--- src/pkg/exc_seq_params.svh ---
`ifndef EXC_SEQ_PARAMS_SVH
`define EXC_SEQ_PARAMS_SVH

// ************************************************************
// register offsets (byte addresses)
// ************************************************************
`define OFS_PSW         8'h00
`define OFS_STATUS      8'h04
`define OFS_VERSION     8'h08

// ************************************************************
// status word fields and reset value
// ************************************************************
`define PSW_TRACE_EVERY 15
`define PSW_TRACE_FLOW  14
`define PSW_SUPER       13
`define PSW_MASK_HI     10
`define PSW_MASK_LO     8
`define PSW_RESET       16'h2700

// ************************************************************
// vector numbers
// ************************************************************
`define VEC_SPURIOUS    8'h18
`define VEC_TRACE       8'h09
`define VEC_BKPT        8'h0c
`define VEC_FMT_ERR     8'h0e
`define VEC_BUS_ERR     8'h02

// ************************************************************
// frame formats, stack release and acknowledge space
// ************************************************************
`define FMT_FOUR        4'h0
`define FMT_SIX         4'h2
`define FMT_BUS         4'hc
`define SP_INC_FOUR     5'h08
`define SP_INC_SIX      5'h0c
`define SP_INC_BUS      5'h18
`define IACK_SPACE      4'hf
`define LEVEL_NMI       3'h7
`define CPU_VERSION     8'h01

`endif

--- src/pkg/exc_seq_pkg.sv ---
package exc_seq_pkg;
	typedef enum logic [1:0] {
		ST_RUN    = 2'b00,
		ST_IACK   = 2'b01,
		ST_REWR   = 2'b10,
		ST_HALT   = 2'b11
	} seq_state_t;

	typedef enum logic [1:0] {
		FR_FOUR   = 2'b00,
		FR_SIX    = 2'b01,
		FR_BERR   = 2'b10,
		FR_NONE   = 2'b11
	} frame_t;

	typedef enum logic [1:0] {
		TR_OFF    = 2'b00,
		TR_FLOW   = 2'b01,
		TR_EVERY  = 2'b10,
		TR_RSVD   = 2'b11
	} trace_mode_t;
endpackage
--- src/hdl/cpu_exception_sequencer.sv ---
`include "exc_seq_params.svh"

module cpu_exception_sequencer #(
	parameter logic [7:0] VERSION = `CPU_VERSION  // arbitrary value
) (
	// clock and reset
	input  wire logic                      clk_in,
	input  wire logic                      rst_in,
	// axi4-lite slave
	input  wire logic [7:0]                s_axi_awaddr_in,
	input  wire logic                      s_axi_awvalid_in,
	output      logic                      s_axi_awready_out,
	input  wire logic [31:0]               s_axi_wdata_in,
	input  wire logic [3:0]                s_axi_wstrb_in,
	input  wire logic                      s_axi_wvalid_in,
	output      logic                      s_axi_wready_out,
	output      logic [1:0]                s_axi_bresp_out,
	output      logic                      s_axi_bvalid_out,
	input  wire logic                      s_axi_bready_in,
	input  wire logic [7:0]                s_axi_araddr_in,
	input  wire logic                      s_axi_arvalid_in,
	output      logic                      s_axi_arready_out,
	output      logic [31:0]               s_axi_rdata_out,
	output      logic [1:0]                s_axi_rresp_out,
	output      logic                      s_axi_rvalid_out,
	input  wire logic                      s_axi_rready_in,
	// instruction events from the core
	input  wire logic                      instr_start_in,
	input  wire logic                      instr_done_in,
	input  wire logic                      flow_change_in,
	input  wire logic                      not_executed_in,
	input  wire logic                      halt_op_in,
	input  wire logic                      forced_exc_in,
	input  wire logic [7:0]                forced_vec_in,
	input  wire logic                      boundary_in,
	input  wire logic                      breakpoint_in,
	// interrupt request pins and acknowledge cycle
	input  wire logic [2:0]                interrupt_request_lines_in,
	input  wire logic                      iack_done_in,
	input  wire logic                      iack_berr_in,
	input  wire logic                      iack_autovec_in,
	input  wire logic [7:0]                iack_vector_in,
	output      logic                      iack_req_out,
	output      logic [2:0]                iack_level_out,
	output      logic [3:0]                iack_space_out,
	// return from exception frame
	input  wire logic                      ret_req_in,
	input  wire logic [3:0]                ret_format_in,
	input  wire logic [15:0]               ret_psw_in,
	input  wire logic [15:0]               ret_word14_in,
	input  wire logic                      ret_access_err_in,
	input  wire logic                      ret_exc_fault_in,
	input  wire logic                      rewrite_ok_in,
	input  wire logic                      rewrite_err_in,
	output      logic                      rewrite_req_out,
	output      logic                      ret_done_out,
	output      logic [4:0]                sp_increment_out,
	// exception start towards the core
	output      logic                      exc_take_out,
	output      logic [7:0]                exc_vector_out,
	output      exc_seq_pkg::frame_t       exc_frame_out,
	output      logic [15:0]               exc_psw_out,
	output      logic                      bkpt_ack_out,
	output      logic                      stop_inhibit_out,
	output      logic                      halted_out,
	output      logic [15:0]               processor_status_word_out
);
	import exc_seq_pkg::*;

	typedef struct packed {
		seq_state_t  st;
		logic [15:0] psw;
		trace_mode_t tr_start;
		logic        trace_pend;
		logic        forced_pend;
		logic [7:0]  forced_vec;
		logic        no_trace;
		logic [2:0]  s1, s2, s3;
		logic [2:0]  lvl, lvl_prev, mask_prev;
		logic        nmi_pend;
		logic        iack_req;
		logic [2:0]  iack_lvl;
		logic [3:0]  iack_space;
		logic        take;
		logic [7:0]  vec;
		frame_t      frame;
		logic [15:0] exc_psw;
		logic        bkpt_ack, stop_inh, ret_done, rewr_req, halted;
		logic [4:0]  sp_inc;
		logic        awready, wready, aw_got, w_got, bvalid;
		logic [1:0]  bresp;
		logic [7:0]  awaddr;
		logic [31:0] wdata;
		logic [3:0]  wstrb;
		logic        arready, rvalid;
		logic [1:0]  rresp;
		logic [31:0] rdata;
	} state_t;

	state_t r, next_r;

	logic [2:0] mask;
	logic       irq_ok;
	logic       trace_hit;
	logic       nmi_edge;
	assign mask = r.psw[`PSW_MASK_HI:`PSW_MASK_LO];
	// level seven only by edge, others strictly above the mask
	assign irq_ok = (r.lvl == `LEVEL_NMI) ? r.nmi_pend : (r.lvl > mask);
	// aborted or unexecuted instructions report done but never raise a trace
	assign trace_hit = instr_done_in && !r.no_trace && !not_executed_in
		&& (r.tr_start == TR_EVERY || (r.tr_start == TR_FLOW && flow_change_in));
	assign nmi_edge = r.lvl == `LEVEL_NMI && (r.lvl_prev != `LEVEL_NMI
		|| (r.mask_prev == `LEVEL_NMI && mask != `LEVEL_NMI));

	// ************************************************************
	// next state
	// ************************************************************
	always_comb begin
		next_r = r;
		next_r.take = 1'b0;
		next_r.bkpt_ack = 1'b0;
		next_r.stop_inh = 1'b0;
		next_r.ret_done = 1'b0;

		// first stage feeds only the second
		next_r.s1 = interrupt_request_lines_in;
		next_r.s2 = r.s1;
		next_r.s3 = r.s2;
		if (r.s2 == r.s3) begin
			next_r.lvl = r.s2;
		end
		next_r.lvl_prev = r.lvl;
		next_r.mask_prev = mask;
		if (nmi_edge) begin
			next_r.nmi_pend = 1'b1;
		end

		// trace mode is sampled as the instruction begins
		if (instr_start_in) begin
			next_r.tr_start = trace_mode_t'(r.psw[`PSW_TRACE_EVERY:`PSW_TRACE_FLOW]);
		end
		if (forced_exc_in) begin
			next_r.forced_pend = 1'b1;
			next_r.forced_vec = forced_vec_in;
		end
		if (instr_done_in) begin
			next_r.no_trace = 1'b0;
			if (trace_hit) begin
				next_r.trace_pend = 1'b1;
			end
			if (halt_op_in && r.tr_start == TR_EVERY) begin
				next_r.stop_inh = 1'b1;
			end
		end

		case (r.st)
			ST_RUN: begin
				// one start or acknowledge per boundary; a source sees the ack a cycle late
				if (boundary_in && !r.take && !r.bkpt_ack) begin
					// a new event in the same cycle outlives the clear
					if (r.forced_pend) begin
						next_r.forced_pend = forced_exc_in;
						next_r.take = 1'b1;
						next_r.vec = r.forced_vec;
						next_r.frame = FR_FOUR;
					end else if (r.trace_pend) begin
						next_r.trace_pend = trace_hit;
						next_r.take = 1'b1;
						next_r.vec = `VEC_TRACE;
						next_r.frame = FR_SIX;
					end else if (breakpoint_in) begin
						next_r.bkpt_ack = 1'b1;
					end else if (r.lvl != 3'h0 && irq_ok) begin
						if (r.lvl == `LEVEL_NMI) begin
							next_r.nmi_pend = nmi_edge;
						end
						next_r.exc_psw = r.psw;
						next_r.iack_req = 1'b1;
						next_r.iack_lvl = r.lvl;
						next_r.iack_space = `IACK_SPACE;
						next_r.st = ST_IACK;
					end
					if (next_r.take) begin
						next_r.exc_psw = r.psw;
					end
				end
				if (ret_req_in) begin
					next_r.sp_inc = 5'h00;
					if (ret_access_err_in) begin
						next_r.take = 1'b1;
						next_r.vec = `VEC_BUS_ERR;
						next_r.frame = FR_BERR;
						next_r.exc_psw = r.psw;
					end else if (ret_format_in == `FMT_FOUR) begin
						next_r.psw = ret_psw_in;
						next_r.sp_inc = `SP_INC_FOUR;
						next_r.ret_done = 1'b1;
					end else if (ret_format_in == `FMT_SIX) begin
						next_r.psw = ret_psw_in;
						next_r.sp_inc = `SP_INC_SIX;
						next_r.ret_done = 1'b1;
					end else if (ret_format_in == `FMT_BUS
						&& ret_word14_in[15:8] == VERSION) begin
						next_r.psw = ret_psw_in;
						next_r.sp_inc = `SP_INC_BUS;
						next_r.no_trace = 1'b1;
						if (ret_exc_fault_in) begin
							next_r.rewr_req = 1'b1;
							next_r.st = ST_REWR;
						end else begin
							next_r.ret_done = 1'b1;
						end
					end else begin
						next_r.take = 1'b1;
						next_r.vec = `VEC_FMT_ERR;
						next_r.frame = FR_FOUR;
						next_r.exc_psw = r.psw;
					end
				end
			end
			ST_IACK: begin
				// status word switches here while the acknowledge runs, not in the block below
				next_r.psw[`PSW_SUPER] = 1'b1;
				next_r.psw[`PSW_TRACE_EVERY] = 1'b0;
				next_r.psw[`PSW_TRACE_FLOW] = 1'b0;
				next_r.psw[`PSW_MASK_HI:`PSW_MASK_LO] = r.iack_lvl;
				if (iack_done_in) begin
					next_r.iack_req = 1'b0;
					next_r.take = 1'b1;
					next_r.frame = FR_FOUR;
					if (iack_berr_in) begin
						next_r.vec = `VEC_SPURIOUS;
					end else if (iack_autovec_in) begin
						next_r.vec = `VEC_SPURIOUS + {5'h00, r.iack_lvl};
					end else begin
						next_r.vec = iack_vector_in;
					end
					next_r.st = ST_RUN;
				end
			end
			ST_REWR: begin
				if (rewrite_err_in) begin
					next_r.rewr_req = 1'b0;
					next_r.st = ST_HALT;
				end else if (rewrite_ok_in) begin
					next_r.rewr_req = 1'b0;
					next_r.ret_done = 1'b1;
					next_r.st = ST_RUN;
				end
			end
			ST_HALT: begin
				next_r.st = ST_HALT;
			end
			default: begin
				next_r.st = ST_RUN;
			end
		endcase
		next_r.halted = (next_r.st == ST_HALT);

		// every exception start enters supervisor with tracing off
		if (next_r.take && r.st != ST_IACK) begin
			next_r.psw[`PSW_SUPER] = 1'b1;
			next_r.psw[`PSW_TRACE_EVERY] = 1'b0;
			next_r.psw[`PSW_TRACE_FLOW] = 1'b0;
		end

		// ************************************************************
		// axi4-lite write
		// ************************************************************
		if (s_axi_awvalid_in && r.awready) begin
			next_r.aw_got = 1'b1;
			next_r.awaddr = s_axi_awaddr_in;
		end
		if (s_axi_wvalid_in && r.wready) begin
			next_r.w_got = 1'b1;
			next_r.wdata = s_axi_wdata_in;
			next_r.wstrb = s_axi_wstrb_in;
		end
		if (r.aw_got && r.w_got && !r.bvalid) begin
			next_r.aw_got = 1'b0;
			next_r.w_got = 1'b0;
			next_r.bvalid = 1'b1;
			next_r.bresp = 2'h0;
			if (r.awaddr == `OFS_PSW) begin
				// a hardware update of the status word in this cycle wins over the write
				if (next_r.psw == r.psw) begin
					if (r.wstrb[0]) begin
						next_r.psw[7:0] = r.wdata[7:0];
					end
					if (r.wstrb[1]) begin
						next_r.psw[15:8] = r.wdata[15:8];
					end
				end
			end else if (r.awaddr != `OFS_STATUS && r.awaddr != `OFS_VERSION) begin
				next_r.bresp = 2'h3;
			end
		end else if (r.bvalid && s_axi_bready_in) begin
			next_r.bvalid = 1'b0;
		end
		next_r.awready = !next_r.aw_got && !next_r.bvalid;
		next_r.wready = !next_r.w_got && !next_r.bvalid;

		// ************************************************************
		// axi4-lite read
		// ************************************************************
		if (s_axi_arvalid_in && r.arready) begin
			next_r.rvalid = 1'b1;
			next_r.rresp = 2'h0;
			case (s_axi_araddr_in)
				`OFS_PSW: next_r.rdata = {16'h0000, r.psw};
				`OFS_STATUS: next_r.rdata = {16'h0000, r.vec, r.st, r.nmi_pend,
					r.trace_pend, r.forced_pend, r.lvl};
				`OFS_VERSION: next_r.rdata = {24'h000000, VERSION};
				default: begin
					next_r.rdata = 32'h00000000;
					next_r.rresp = 2'h3;
				end
			endcase
		end else if (r.rvalid && s_axi_rready_in) begin
			next_r.rvalid = 1'b0;
		end
		next_r.arready = !next_r.rvalid;
	end

	// ************************************************************
	// state register
	// ************************************************************
	always_ff @(posedge clk_in or posedge rst_in) begin
		if (rst_in) begin
			r <= '0;
			r.psw <= `PSW_RESET;
			r.frame <= FR_NONE;
		end else begin
			r <= next_r;
		end
	end

	assign s_axi_awready_out = r.awready;
	assign s_axi_wready_out = r.wready;
	assign s_axi_bvalid_out = r.bvalid;
	assign s_axi_bresp_out = r.bresp;
	assign s_axi_arready_out = r.arready;
	assign s_axi_rvalid_out = r.rvalid;
	assign s_axi_rdata_out = r.rdata;
	assign s_axi_rresp_out = r.rresp;
	assign iack_req_out = r.iack_req;
	assign iack_level_out = r.iack_lvl;
	assign iack_space_out = r.iack_space;
	assign rewrite_req_out = r.rewr_req;
	assign ret_done_out = r.ret_done;
	assign sp_increment_out = r.sp_inc;
	assign exc_take_out = r.take;
	assign exc_vector_out = r.vec;
	assign exc_frame_out = r.frame;
	assign exc_psw_out = r.exc_psw;
	assign bkpt_ack_out = r.bkpt_ack;
	assign stop_inhibit_out = r.stop_inh;
	assign halted_out = r.halted;
	assign processor_status_word_out = r.psw;
endmodule // cpu_exception_sequencer

--- config.mk ---
export PLATFORM = sky130hd
export DESIGN_NAME = cpu_exception_sequencer
export DESIGN_NICKNAME = d
export VERILOG_FILES = /design/src/pkg/exc_seq_pkg.sv /design/src/hdl/cpu_exception_sequencer.sv
export VERILOG_INCLUDE_DIRS = /design/src /design/src/pkg
export SDC_FILE = /design/constraint.sdc
export NUM_CORES = 1
export LEC_CHECK = 0
export ABC_AREA = 1
export BUFFER_PORTS_ARGS = -buffer_cell sky130_fd_sc_hd__buf_2
export CAP_MARGIN = 20
export CORE_ASPECT_RATIO = 2
export CORE_UTILIZATION = 47
export DETAILED_ROUTE_END_ITERATION = 12
export GPL_ROUTABILITY_DRIVEN = 0
export PLACE_DENSITY = 0.77
export RECOVER_POWER = 100
export SLEW_MARGIN = 10
export SYNTH_ARGS = -nofsm -noshare
export SYNTH_HDL_FRONTEND = slang
export SYNTH_SLANG_ARGS = --single-unit
export TNS_END_PERCENT = 100
--- constraint.sdc ---
create_clock -name clk_in -period 4.93 [get_ports clk_in]
set_input_delay 0.986 -clock clk_in [delete_from_list [all_inputs] [get_ports clk_in]]
set_output_delay 0.986 -clock clk_in [all_outputs]
set_load 0.02 [all_outputs]
# Yosys cells after proc, flatten, opt, wreduce, memory -nomap -nowiden
# Cells that the tools add are included.
# word_totals
input_bits	130
register_bits	161
# classes
n_addsub	1
n_eq_ne	33
n_bitwise	3
reduce_logical	46
n_lt_le_gt_ge	1
n_mux	103
# op_table
op	n
$mux 27	5
$mux 16	8
$mux 11	5
$mux 18	3
$pmux 16 s3	1
$mux 9	5
$mux 2	22
$mux 8	5
$mux 37	1
$mux 1	35
$mux 17	2
$ne 2x2->1 const B	12
$logic_and 1x1->1	22
$pmux 11 s2	1
$mux 5	4
$eq 16x16->1	1
$logic_not 8->1	2
$pmux 3 s2	2
$logic_not 1->1	9
$ne 3x3->1 const B	3
$eq 2x2->1 const B	4
$eq 8x1->1 const B	1
$eq 8x3->1 const B	1
$eq 8x4->1 const B	1
other kinds (25)	32

# Depth between registers and ports, before layout
# depth
ltp_word	23
ltp_mapped	19

# Worst setup path before layout
# OpenSTA, ideal clock, no wires.
# synth_timing
kind	input port to flip-flop
start	input port ret_format_in[0]
end	register r, in the netlist processor_status_word_out[12]
t_arrival_ns	2.540
setup_slack_ns	2.273
path_buffers	2
cell_stages	16
path_cell_list	nor3_1 inv_1 nand2_4 nand2_1 buf_2 nand2_1 nand3_1 nand3_1 nand2_1 nor2_1 nand2_1 nor2_2 buf_6 nand3_2 nand2_1 nand2_1
# synth_lines
item	line	source
start: declaration	cpu_exception_sequencer.sv:48	input wire logic [3:0] ret_format_in,
end signal: assignment	cpu_exception_sequencer.sv:334	r <= next_r;
end: declaration	cpu_exception_sequencer.sv:100	state_t r, next_r;

==> reports/results.ini <==
[sta]
worst_slew_pin_slew_ps=2220
rsz0062_at_grt=no
finalSetupViolations=0
final_hold_viol_count=0
finalCriticalPeriod_ps=3870
relSlewSlack=-0.477
max_freq_mhz=259
period_share=0.784
drv_slew=90
finalSetupTns_ps=0
clock_skew_ps=12.1

[route]
vias=6704
ant_nets=0
wl_per_cell_um=16.1
drc=0
totalWireLength_mm=20.5
vias_per_cell=5.26
drtIter0Drc=420
drt_first_pass_iters=5

[floorplanning]
die_area_um2=16600
start_util=0.479
fp-row-count=65
dieWidth_um=91.6
die_h_um=181
pin_count=232
core_area_um2=15800

[clock_tree]
clock_path_buffers=2
cts_sinks=141
cts_setup_buffers=0
post_cts_resized=0
path_clk_slew_ps=60
clock_latency_ps=430
cts_tree=built
cts-htree-levels=4
hold_buffers=0
numCtsBuffers=17
root_buffer=clkbuf_16

[logic_synthesis]
ys.warnings.count=0
ys_seq_elements=141
netlist_instances=944
synth_cell_types=46
synth-edff-count=0
seq_area_frac_synth=0.468
ys_async_sr_fraction=1.00
avgSynthCellArea_um2=8.00
ys.flop_type=dfrtp_1
syn_area_um2=7550

[global_routing]
grt_max_degree=116
gr-usage-met2=0.459
grt_pass1_vias=6568
grtUsageMet1=0.260
track_usage=0.257
met3_usage=0.0455
antenna_found_initial=4
top_usage_layer=met2
grt_pass1_wl_mm=32.5
gr-total-overflow=0

[power_and_ir_drop]
p_int_mw=2.73
p_leak_nw=4.41
power_density_nw_per_um2=506
switching_share=0.372
p_comb_frac=0.291
power.switching_mw=1.62
p_clk_frac=0.329
p_seq_frac=0.380
ir_worst_vdd_mv=0.345

[finish]
finalNetCount=1191
utilization=0.544
syn2layout_area_growth_pct=13.6
drive_gt1_frac=0.148
layout.cells.non_filler=1275
final_cell_area_um2=8580

[outcome]
status=finished, violations left
violations=max-capacitance violations, max-slew violations

[setup_path]
crit_type=reg2reg
crit_end=processor_status_word_out[14]
setup.worst_path.start=r[181]
regToRegSetupSlack_ps=1060
cp-start-kind=register
reg2reg_depth=16
required_ps=5240
timing.rr.end=processor_status_word_out[14]
reg2reg_from=r[181]
end_kind=register
path_max_fanout=20
worst-endpoint-arrival_ps=4170

[flow_run]
cap_violations=1

[min_path]
hp-start=next_r[146]
min_path_type=reg2reg
whs_path_depth=0

[place]
portBuffers=187
placed_cells=1238
hpwl_mm=15.5
placed_area_um2=8030

[cell type report]
class                           count  area, um^2
Tap cell                          201         251
Clock buffer                       20         447
Multi-Input combinational cell    595        2850
Sequential cell                   141        3540
Timing Repair Buffer              193         865
Clock inverter                     12         209
Inverter                          110         414
Fill cell                        1560        7200
Antenna cell                        3        7.51
[cells in the mapped netlist (2+ instances only)]
cell / n / share of area
buf_6: 3 / 0.0045
inv_2: 5 / 0.0025
buf_1: 2 / 0.00099
nand2_1: 280 / 0.14
o21ai_0: 63 / 0.042
o211ai_1: 14 / 0.014
a32o_1: 2 / 0.0027
dfstp_2: 6 / 0.021
nand4_1: 28 / 0.023
o22ai_1: 15 / 0.012
or2_2: 2 / 0.0017
mux2_2: 5 / 0.0075
a21oi_1: 10 / 0.0066
nand3_1: 48 / 0.032
o21bai_1: 2 / 0.0020
buf_2: 4 / 0.0027
o21ai_2: 3 / 0.0035
nand2_4: 2 / 0.0030
o221ai_1: 8 / 0.0093
inv_1: 102 / 0.051
ha_1: 3 / 0.0050
buf_4: 92 / 0.091
nor3_1: 7 / 0.0046
a22oi_1: 6 / 0.0060
dfrtp_1: 135 / 0.45
clkinv_1: 3 / 0.0015
clkbuf_1: 14 / 0.0070
o311ai_0: 2 / 0.0023
nor2_1: 55 / 0.027
nor4_1: 3 / 0.0025
o2111ai_1: 3 / 0.0035
o21a_1: 2 / 0.0020
xor2_1: 2 / 0.0023
[routing by layer]
metal	up-vias	part of all wire
li1	3200	-
met1	3151	0.36
met2	279	0.52
met3	72	0.054
met4	2	0.065
met5	-	0.00049
[metrics by stage]
step | hold WS [ps] | power (mW) | setup WS [ps]
after CTS | 350 | 4.38 | 1680
after detailed placement | 336 | 2.95 | 1250
final | 343 | 4.34 | 1060
after global routing | 361 | 4.58 | 778
after global placement | 337 | 2.92 | 1310
after floorplan | 331 | 2.71 | 173
[worst min path at each step]
stage                        endpoint  slack, ps
after floorplan           next_r[142]        330
after global placement    next_r[143]        340
after detailed placement  next_r[143]        340
after CTS                 next_r[143]        350
after global routing      next_r[144]        360
final                     next_r[143]        340
[power by group through the flow]
| stage | combinational, mW | clock [mW] | sequential [mW] |
|---|---|---|---|
| 4_1_cts | 1.30 | 1.44 | 1.65 |
| 2_1_floorplan | 1.09 | 0 | 1.62 |
| 3_3_place_gp | 1.26 | 0 | 1.65 |
| 3_5_place_dp | 1.29 | 0 | 1.66 |
| 5_1_grt | 1.41 | 1.49 | 1.68 |
| 6_report | 1.26 | 1.43 | 1.65 |
[placed cells by master (no fill, tap or decap), types with 4 or more instances in the layout]
master     count
dfrtp_1      135
o22ai_1       15
inv_2          4
nor3_1         7
o211ai_1      14
nor2_1        56
clkbuf_16     17
a22oi_1        6
buf_2        101
mux2_2         5
o221ai_1       8
clkbuf_1      89
nand3_1       48
o21ai_0       63
nand4_1       28
bufinv_16      5
nand2_1      281
a21oi_1       10
dfstp_1        4
inv_1        102
conb_1        18
[kinds of logic after synthesis]
group	count (synthesis)	synth area share
AND/OR/NAND/NOR	432	0.244
buffers and inverters	225	0.161
flip-flops	141	0.468
AO/OA/AOI/OAI	135	0.112
multiplexers	5	0.00746
adder cells (fa/ha/maj)	3	0.00497
XOR/XNOR	2	0.00232
other	1	0.000497
[flip-flops by register name, indices dropped and copies added, names as in the netlist, 2 cells and up]
register and count:
exc_frame_out 2, exc_psw_out 16, exc_vector_out 8, iack_level_out 3
next_r 9, processor_status_word_out 16, r 53, s_axi_rdata_out 16
sp_increment_out 3
[worst max-delay path: stages, from the launching register on]
cell,delay (ps)
dfrtp_1,500
nor2_1,560
nand2_4,300
nor2_8,230
nand2_1,500
nand2_1,260
nand2_1,70
nand2_1,80
nand2_1,70
nand2_1,70
nand2_1,50
nor2_1,80
nand2_1,60
nor2_2,510
nand3_1,240
nand2_1,110
nand2_1,60
Note: power is estimated with default switching activity, not from simulation.
